### src/cdsc_pkg.sv
// Purpose: Shared constants and types for CAN debug suspend control
// Assumes: One module clock, synchronous active-low reset
// Notes:   Byte addresses on a plain register port, 32-bit data
package cdsc_pkg;

  localparam int NODES = 2;
  localparam int AW    = 8;
  localparam int DW    = 32;
  localparam int IRQ_W = NODES + 1;

  //////////////////////////////////////////////////////////////////////
  // Register map
  localparam logic [AW-1:0] ADDR_KSCFG     = 8'h00;
  localparam logic [AW-1:0] ADDR_NCR_BASE  = 8'h04;
  localparam logic [AW-1:0] ADDR_STRIDE    = 8'h04;
  localparam logic [AW-1:0] ADDR_IRQ_STAT  = 8'h10;
  localparam logic [AW-1:0] ADDR_IRQ_MASK  = 8'h14;

  // Kernel state config fields
  localparam int SUSPEND_MODE_CONFIG_LSB  = 0;
  localparam int SUSPEND_MODE_CONFIG_W    = 2;
  localparam int SUSPEND_MODE_CONFIG_STOP = 1;
  localparam int KSCFG_RUN   = 2;

  // Node control fields
  localparam int NCR_INIT    = 0;
  localparam int NCR_SUSPEND_SENSITIVITY_ENABLE   = 1;
  localparam int NCR_SUSPEND_ACKNOWLEDGE  = 2;
  localparam int NCR_INITEFF = 3;

  // Interrupt bit of the clock stop event
  localparam int IRQ_STOP = NODES;

  // Reset values
  localparam logic [SUSPEND_MODE_CONFIG_W-1:0] SUSPEND_MODE_CONFIG_RST = 2'h0;
  localparam logic [NODES-1:0]    INIT_RST   = 2'h3;
  localparam logic [NODES-1:0]    SUSPEND_SENSITIVITY_ENABLE_RST  = 2'h0;
  localparam logic                TXD_REC    = 1'h1;

  //////////////////////////////////////////////////////////////////////
  // Types
  typedef struct packed {
    logic [AW-1:0] addr;
    logic [DW-1:0] wdata;
    logic          wr;
    logic          rd;
  } cdsc_bus_s;

  typedef enum logic [1:0] {
    NODE_RUN,
    NODE_DRAIN,
    NODE_HALT
  } cdsc_node_e;

  typedef struct packed {
    cdsc_node_e st;
    logic       init_eff;
    logic       ack;
  } cdsc_node_s;

  typedef struct packed {
    logic [IRQ_W-1:0] status;
    logic [IRQ_W-1:0] mask;
    logic             irq;
  } cdsc_irq_s;

  typedef struct packed {
    logic [SUSPEND_MODE_CONFIG_W-1:0] suspend_mode_config;
    logic [NODES-1:0]    sw_init;
    logic [NODES-1:0]    suspend_sensitivity_enable;
    logic [DW-1:0]       rdata;
    logic [NODES-1:0]    txd;
    logic                clk_run;
    logic [NODES-1:0]    ack_prev;
  } cdsc_top_s;

  localparam cdsc_top_s TOP_RST = '{
    suspend_mode_config:   SUSPEND_MODE_CONFIG_RST,
    sw_init:  INIT_RST,
    suspend_sensitivity_enable:    SUSPEND_SENSITIVITY_ENABLE_RST,
    rdata:    32'h0,
    txd:      2'h3,
    clk_run:  1'h1,
    ack_prev: 2'h0
  };

endpackage

### src/cdsc_top.sv
// Purpose: CAN debug suspend control, node-selective and clock stop
// Assumes: Core signals and bus strobes synchronous to mclk
// Notes:   module_clk_run gates the CAN kernel clock outside this block
//
// Behaviour
// - Each node has own suspend sensitivity bit
// - Suspended node forced into init when quiet
// - Running frame completes, no new frame
// - Clock runs, registers stay accessible
// - Acknowledge set once node is quiet
// - Upper mode bit stops kernel clock
// - Clock stop halts activity mid-frame
// - Clock stop drives transmit lines recessive
// - No writes, few reads while clock stopped
module cdsc_top (
  input  wire logic                           mclk,
  input  wire logic                           nrst,
  input  wire cdsc_pkg::cdsc_bus_s            bus,
  output logic      [cdsc_pkg::DW-1:0]        rdata,
  input  wire logic                           debug_suspend_req,
  input  wire logic [cdsc_pkg::NODES-1:0]     node_bus_idle,
  input  wire logic [cdsc_pkg::NODES-1:0]     node_bus_off,
  input  wire logic [cdsc_pkg::NODES-1:0]     core_txd,
  output logic      [cdsc_pkg::NODES-1:0]     txd,
  output logic      [cdsc_pkg::NODES-1:0]     node_init,
  output logic      [cdsc_pkg::NODES-1:0]     suspend_acknowledge,
  output logic                                module_clk_run,
  output logic                                irq
);

  cdsc_pkg::cdsc_top_s               q;
  cdsc_pkg::cdsc_top_s               d;
  logic [cdsc_pkg::NODES-1:0]        ack;
  logic [cdsc_pkg::NODES-1:0]        init_eff;
  logic [cdsc_pkg::IRQ_W-1:0]        irq_set;
  logic [cdsc_pkg::IRQ_W-1:0]        irq_status;
  logic [cdsc_pkg::IRQ_W-1:0]        irq_mask;
  logic                              stop_now;
  logic                              acc_ok;
  logic                              wr_ok;
  logic                              rd_ok;
  logic                              irq_clr_wr;
  logic                              irq_mask_wr;
  logic [cdsc_pkg::NODES-1:0]        ncr_hit;

  //////////////////////////////////////////////////////////////////////
  // Clock stop request
  assign stop_now = debug_suspend_req && q.suspend_mode_config[cdsc_pkg::SUSPEND_MODE_CONFIG_STOP];

  // Writes, mask reads and node control reads only while the kernel clock runs
  assign acc_ok = q.clk_run;
  assign wr_ok  = bus.wr && acc_ok;
  assign rd_ok  = bus.rd;

  //////////////////////////////////////////////////////////////////////
  // Node control register decode
  always_comb begin
    for (int i = 0; i < cdsc_pkg::NODES; i++) begin
      ncr_hit[i] = (bus.addr == cdsc_pkg::ADDR_NCR_BASE
                   + cdsc_pkg::AW'(i) * cdsc_pkg::ADDR_STRIDE);
    end
  end

  assign irq_clr_wr  = wr_ok && (bus.addr == cdsc_pkg::ADDR_IRQ_STAT);
  assign irq_mask_wr = wr_ok && (bus.addr == cdsc_pkg::ADDR_IRQ_MASK);

  //////////////////////////////////////////////////////////////////////
  // Interrupt events
  always_comb begin
    irq_set = '0;
    for (int i = 0; i < cdsc_pkg::NODES; i++) begin
      irq_set[i] = ack[i] && !q.ack_prev[i];
    end
    irq_set[cdsc_pkg::IRQ_STOP] = stop_now && q.clk_run;
  end

  //////////////////////////////////////////////////////////////////////
  // Next state
  always_comb begin
    d          = q;
    d.rdata    = '0;
    d.ack_prev = ack;

    // Kernel clock gate
    d.clk_run = !stop_now;

    // Transmit lines
    for (int i = 0; i < cdsc_pkg::NODES; i++) begin
      if (stop_now) begin
        d.txd[i] = cdsc_pkg::TXD_REC;
      end else begin
        d.txd[i] = core_txd[i];
      end
    end

    // Register writes
    if (wr_ok) begin
      if (bus.addr == cdsc_pkg::ADDR_KSCFG) begin
        d.suspend_mode_config = bus.wdata[cdsc_pkg::SUSPEND_MODE_CONFIG_LSB +: cdsc_pkg::SUSPEND_MODE_CONFIG_W];
      end
      for (int i = 0; i < cdsc_pkg::NODES; i++) begin
        if (ncr_hit[i]) begin
          d.sw_init[i] = bus.wdata[cdsc_pkg::NCR_INIT];
          d.suspend_sensitivity_enable[i]   = bus.wdata[cdsc_pkg::NCR_SUSPEND_SENSITIVITY_ENABLE];
        end
      end
    end

    // Register reads
    if (rd_ok) begin
      case (bus.addr)
        cdsc_pkg::ADDR_KSCFG: begin
          d.rdata[cdsc_pkg::SUSPEND_MODE_CONFIG_LSB +: cdsc_pkg::SUSPEND_MODE_CONFIG_W] = q.suspend_mode_config;
          d.rdata[cdsc_pkg::KSCFG_RUN] = q.clk_run;
        end
        cdsc_pkg::ADDR_IRQ_STAT: begin
          d.rdata[cdsc_pkg::IRQ_W-1:0] = irq_status;
        end
        cdsc_pkg::ADDR_IRQ_MASK: begin
          if (acc_ok) begin
            d.rdata[cdsc_pkg::IRQ_W-1:0] = irq_mask;
          end
        end
        default: begin
          for (int i = 0; i < cdsc_pkg::NODES; i++) begin
            if (ncr_hit[i] && acc_ok) begin
              d.rdata[cdsc_pkg::NCR_INIT]    = q.sw_init[i];
              d.rdata[cdsc_pkg::NCR_SUSPEND_SENSITIVITY_ENABLE]   = q.suspend_sensitivity_enable[i];
              d.rdata[cdsc_pkg::NCR_SUSPEND_ACKNOWLEDGE]  = ack[i];
              d.rdata[cdsc_pkg::NCR_INITEFF] = init_eff[i];
            end
          end
        end
      endcase
    end
  end

  always_ff @(posedge mclk) begin
    if (!nrst) begin
      q <= cdsc_pkg::TOP_RST;
    end else begin
      q <= d;
    end
  end

  //////////////////////////////////////////////////////////////////////
  // Per-node suspend sequencers
  // Node-selective suspend keeps working in any mode; with the stop
  // bit set the kernel clock is gone before a node can drain.
  for (genvar g = 0; g < cdsc_pkg::NODES; g++) begin : g_node
    cdsc_node u_node (
      .mclk        (mclk),
      .nrst        (nrst),
      .suspend_req (debug_suspend_req),
      .suspend_sensitivity_enable       (q.suspend_sensitivity_enable[g]),
      .sw_init     (q.sw_init[g]),
      .bus_idle    (node_bus_idle[g]),
      .bus_off     (node_bus_off[g]),
      .init_eff    (init_eff[g]),
      .ack         (ack[g])
    );
  end

  //////////////////////////////////////////////////////////////////////
  // Event flags and interrupt
  cdsc_irq u_irq (
    .mclk    (mclk),
    .nrst    (nrst),
    .set     (irq_set),
    .clr_wr  (irq_clr_wr),
    .mask_wr (irq_mask_wr),
    .wdata   (bus.wdata[cdsc_pkg::IRQ_W-1:0]),
    .status  (irq_status),
    .mask    (irq_mask),
    .irq     (irq)
  );

  //////////////////////////////////////////////////////////////////////
  // Outputs
  assign rdata               = q.rdata;
  assign txd                 = q.txd;
  assign node_init           = init_eff;
  assign suspend_acknowledge = ack;
  assign module_clk_run      = q.clk_run;

  //////////////////////////////////////////////////////////////////////
  // Checks
  a_clock_stop_now: assert property (@(posedge mclk) disable iff (!nrst)
    debug_suspend_req && q.suspend_mode_config[cdsc_pkg::SUSPEND_MODE_CONFIG_STOP] |=> !module_clk_run)
    else $error("kernel clock not stopped");

  a_clock_keeps_run: assert property (@(posedge mclk) disable iff (!nrst)
    !q.suspend_mode_config[cdsc_pkg::SUSPEND_MODE_CONFIG_STOP] && !bus.wr |=> module_clk_run)
    else $error("kernel clock stopped without stop mode");

  a_txd_recessive: assert property (@(posedge mclk) disable iff (!nrst)
    !module_clk_run |-> txd == {cdsc_pkg::NODES{cdsc_pkg::TXD_REC}})
    else $error("transmit line not recessive while stopped");

  a_txd_follows: assert property (@(posedge mclk) disable iff (!nrst)
    !stop_now |=> txd == $past(core_txd))
    else $error("transmit line not following core");

  a_suspend_sensitivity_enable_write: assert property (@(posedge mclk) disable iff (!nrst)
    module_clk_run && bus.wr && bus.addr == cdsc_pkg::ADDR_NCR_BASE
    |=> q.suspend_sensitivity_enable[0] == $past(bus.wdata[cdsc_pkg::NCR_SUSPEND_SENSITIVITY_ENABLE])
        && $stable(q.suspend_sensitivity_enable[1]))
    else $error("sensitivity write lost or spilled");

  a_stopped_no_write: assert property (@(posedge mclk) disable iff (!nrst)
    !module_clk_run && bus.wr |=> $stable(q.suspend_mode_config) && $stable(q.suspend_sensitivity_enable)
                                  && $stable(q.sw_init))
    else $error("write taken while clock stopped");

  a_cfg_read_back: assert property (@(posedge mclk) disable iff (!nrst)
    bus.rd && bus.addr == cdsc_pkg::ADDR_KSCFG
    |=> rdata[cdsc_pkg::SUSPEND_MODE_CONFIG_LSB +: cdsc_pkg::SUSPEND_MODE_CONFIG_W] == $past(q.suspend_mode_config))
    else $error("mode field read back wrong");

endmodule

### src/cdsc_node.sv
// Purpose: Per-node suspend sequencing
// Assumes: bus_idle and bus_off come from the node's protocol engine
// Notes:   One instance per CAN node
module cdsc_node (
  input  wire logic mclk,
  input  wire logic nrst,
  input  wire logic suspend_req,
  input  wire logic suspend_sensitivity_enable,
  input  wire logic sw_init,
  input  wire logic bus_idle,
  input  wire logic bus_off,
  output logic      init_eff,
  output logic      ack
);

  cdsc_pkg::cdsc_node_s q;
  cdsc_pkg::cdsc_node_s d;
  logic                 want;
  logic                 quiet;

  assign want  = suspend_sensitivity_enable && suspend_req;
  assign quiet = bus_idle || bus_off;

  //////////////////////////////////////////////////////////////////////
  // Next state
  always_comb begin
    d = q;
    case (q.st)
      cdsc_pkg::NODE_RUN: begin
        if (want && quiet) begin
          d.st = cdsc_pkg::NODE_HALT;
        end else if (want) begin
          d.st = cdsc_pkg::NODE_DRAIN;
        end
      end
      cdsc_pkg::NODE_DRAIN: begin
        if (!want) begin
          d.st = cdsc_pkg::NODE_RUN;
        end else if (quiet) begin
          d.st = cdsc_pkg::NODE_HALT;
        end
      end
      cdsc_pkg::NODE_HALT: begin
        if (!want) begin
          d.st = cdsc_pkg::NODE_RUN;
        end
      end
      default: begin
        d.st = cdsc_pkg::NODE_RUN;
      end
    endcase
    d.ack      = (d.st == cdsc_pkg::NODE_HALT);
    d.init_eff = sw_init || d.ack;
  end

  always_ff @(posedge mclk) begin
    if (!nrst) begin
      q <= '{st: cdsc_pkg::NODE_RUN, init_eff: 1'h1, ack: 1'h0};
    end else begin
      q <= d;
    end
  end

  assign init_eff = q.init_eff;
  assign ack      = q.ack;

  //////////////////////////////////////////////////////////////////////
  // Checks
  a_halt_when_quiet: assert property (@(posedge mclk) disable iff (!nrst)
    want && quiet |=> ack && init_eff)
    else $error("node not halted at bus idle");
  a_frame_completes: assert property (@(posedge mclk) disable iff (!nrst)
    want && !quiet && !ack |=> !ack)
    else $error("node halted inside a frame");
  a_ack_has_cause: assert property (@(posedge mclk) disable iff (!nrst)
    $rose(ack) |-> $past(want) && $past(quiet))
    else $error("acknowledge without quiet bus");

endmodule

### src/cdsc_irq.sv
// Purpose: Sticky event flags, mask and interrupt line
// Assumes: Clear by writing one; set wins over clear
// Notes:   Interrupt output is registered
module cdsc_irq (
  input  wire logic                      mclk,
  input  wire logic                      nrst,
  input  wire logic [cdsc_pkg::IRQ_W-1:0] set,
  input  wire logic                      clr_wr,
  input  wire logic                      mask_wr,
  input  wire logic [cdsc_pkg::IRQ_W-1:0] wdata,
  output logic      [cdsc_pkg::IRQ_W-1:0] status,
  output logic      [cdsc_pkg::IRQ_W-1:0] mask,
  output logic                           irq
);

  cdsc_pkg::cdsc_irq_s q;
  cdsc_pkg::cdsc_irq_s d;

  always_comb begin
    d = q;
    if (clr_wr) begin
      d.status = q.status & ~wdata;
    end
    d.status = d.status | set;
    if (mask_wr) begin
      d.mask = wdata;
    end
    d.irq = |(d.status & d.mask);
  end

  always_ff @(posedge mclk) begin
    if (!nrst) begin
      q <= '0;
    end else begin
      q <= d;
    end
  end

  assign status = q.status;
  assign mask   = q.mask;
  assign irq    = q.irq;

endmodule

### config.mk
export PLATFORM = sky130hd
export DESIGN_NAME = cdsc_top
export DESIGN_NICKNAME = d
export VERILOG_FILES = /design/src/cdsc_pkg.sv /design/src/cdsc_top.sv /design/src/cdsc_node.sv /design/src/cdsc_irq.sv
export SDC_FILE = /design/constraint.sdc
export NUM_CORES = 1
export LEC_CHECK = 0
export BUFFER_PORTS_ARGS = -buffer_cell sky130_fd_sc_hd__buf_2
export CAP_MARGIN = 10
export CORE_MARGIN = 2
export CORE_UTILIZATION = 39
export DETAILED_ROUTE_END_ITERATION = 6
export PLACE_DENSITY = 0.75
export SYNTH_ARGS = -nofsm -noshare
export SYNTH_HDL_FRONTEND = slang
export SYNTH_SLANG_ARGS = --single-unit
### constraint.sdc
create_clock -name mclk -period 1.8 [get_ports mclk]
set_input_delay 0.36 -clock mclk [delete_from_list [all_inputs] [get_ports mclk]]
set_output_delay 0.36 -clock mclk [all_outputs]
set_load 0.01 [all_outputs]
==> results.cfg <==
[cts]
cts_tree = done
clk_latency_ns = 0.28
cts_buffers = 5
post_cts_buffers = 0
cts-root-buf = clkbuf_8
numClockSinks = 30
max-clock-path-buffers = 2
ctsResizeCount = 0
holdBufCountCts = 0
htreeDepth = 2
clk_pin_slew_worst_paths_ns = 0.06

[detailed_routing]
drt-initial-drc-count = 65
avgViaCountPerCell = 4.69
wire_per_inst_um = 11.7
dr_total_vias = 1192
antenna_left = 0
drc = 0
totalWireLength_um = 2980
drtPass1Iterations = 6

[timing]
period_minus_slack_ns = 1.62
rsz0062_at_grt = false
finalMaxSlewViolations = 0
setup_viol = 0
finalHoldViolCount = 0
period_share_pct = 89.7
relSlewSlack_pct = 49.8
hold_slack_ns = 0.249
worst_pin_slew_ns = 0.744
finClkSkew_ns = 0.00679
max_freq_ghz = 0.619
tns_ns = 0
setup_ws_ns = 0.185

[power]
p_comb_share_pct = 10.5
swShare_pct = 24.5
power_leakage_uw = 0.000784
switchingPower_uw = 316
peakVddDrop_mv = 0.320
seqPwrFrac_pct = 51.7
pwr-share-clk_pct = 37.9
power_density_nw_per_um2 = 715
p_int_uw = 976

[finish]
multi_input_area_um2 = 772
nFillCells = 383
drive_gt1_share_pct = 31.4
layout_common_cells = 33 x buf_2, 30 x dfxtp_1, 28 x conb_1, 13 x buf_4, 10 x nor2b_1
post-route-util_pct = 45.5
register_area_um2 = 601
diodes = 0
areaGrowthSynthToFinish_pct = 13.0
final_net_count = 255
layout_commonest_cell = buf_2

[worst_setup_path]
start_kind = primary input
cpPeakStageDelay_ns = 0.61
rr_worst_depth = 5
cp.required_ns = 1.95
arrival_ns = 1.77
crit_chain = buf_2 -> or4b_4 -> nor3_4 -> mux2i_1 -> o221ai_2
critPathSlowestCell = or4b_4
crit_path_end_kind = flop
r2r-start = module_clk_run
cp_max_fo = 5
critical_path_depth = 5
crit_family = simple AND/OR/NAND/NOR gates
crit_buf_inv = 1
crit_start = bus[39]
timing_worst_setup_path_type = primary input to flop

[floorplanning]
dieWidth_um = 68.0
dieArea_um2 = 4630
fp.dieH_um = 68.0
core_area_um2 = 3970
row_count = 23
io_pins = 91
initial_core_util_pct = 40.3

[placed_design]
dp_hpwl_um = 2380
place.gp.congestion = 0.759
place_ws_ns = -0.113
port_buffers = 33

[yosys]
ys_ff_latch = 30
synth.cell_area_um2 = 1600
avgSynthCellArea_um2 = 9.69
synth_async_sr_flop_share_pct = 0
synth_edf_count = 0
synth_top_area_share_pct = 37.6
synth_cell_type_count = 43
seq_area_frac_synth_pct = 37.6
yosysTopAreaCell = dfxtp_1
synth_cells = 165
yosys_warnings = 0
synth_flop_cell = dfxtp_1
synthTopCellsByArea = dfxtp_1 38%, buf_4 18%, mux2i_1 5.0%

[worst_hold_path]
hp-start = node_bus_off[0]
hold_class = primary input to flop
min_path_cells = 2

[flow_run]
maxCapViolations = 0

[global_route]
grt.total_usage_pct = 13.7
antenna_found_initial = 0
grt_pass1_vias = 980
grt_max_degree = 21
overflow = 0
grt_pass1_wl_um = 4530

[outcome]
status = finished clean
## synth_stat cells, drive strengths merged (2+ instances only)
| master | number |
|---|---|
| nor2b | 10 |
| nand4 | 2 |
| buf | 39 |
| a211oi | 2 |
| a221oi | 2 |
| nor2 | 6 |
| or4b | 3 |
| and2 | 2 |
| inv | 8 |
| nand3 | 4 |
| mux2i | 8 |
| a222oi | 2 |
| or3b | 2 |
| nor3 | 2 |
| nand2b | 4 |
| o21ai | 4 |
| nand2 | 9 |
| nor4 | 6 |
| dfxtp | 30 |
| o311ai | 2 |
| clkbuf | 2 |
## power by group through the flow
stage	logic, uW	registers, uW	clock network [uW]
global route	153	668	529
CTS	135	668	507
floorplan	120	682	0
detailed placement	135	683	0
finish	135	668	489
global placement	132	682	0
## worst paths after layout
| kind | slack (ns) | end |
|---|---|---|
| worst min-delay path | 0.25 | g_node[0].u_node.q[2] |
| worst max-delay path | 0.18 | u_irq.irq |
| worst min register to register | 0.49 | g_node[0].u_node.q[2] |
| worst max register to register | 0.23 | rdata[3] |
## cell families after synthesis
family | synth area share [%]
DFF | 37.6
other | 0.235
and+or+nand+nor | 23.9
buffers and inverters | 20.5
AOI/OAI and AO/OA | 12.8
muxes | 5.01
## stage by stage
step                      cells  instance area [um^2]  power [uW]
after floorplan             192                  1700         802
after global placement      247                  1730         815
after detailed placement    247                  1730         817
after CTS                   254                  1810        1310
after global routing        254                  1810        1350
final                       254                  1810        1290
## sequential cells by signal (all words and copies together) (netlist names)
name	count
q	8
u_irq.irq	1
module_clk_run	1
g_node.u_node.q	4
u_irq.status	3
u_irq.mask	3
g_node.u_node.ack	2
txd	2
g_node.u_node.init_eff	2
rdata	4
## layout make-up
type                       count  area share, %
multi-input combinational    113           42.7
sequential                    30           33.2
timing repair buffer          46           14.5
clock buffer                   5           3.81
tap                           50           3.46
inverter                       8           1.66
clock inverter                 2          0.554
## per-layer routing
layer | GRT usage [%] | wire length (um)
met4 | 5.25 | 43
met2 | 21.0 | 1330
met1 | 17.7 | 1360
met3 | 4.77 | 245
met5 | 0 | 0
Note: power is estimated with default switching activity, not from simulation.
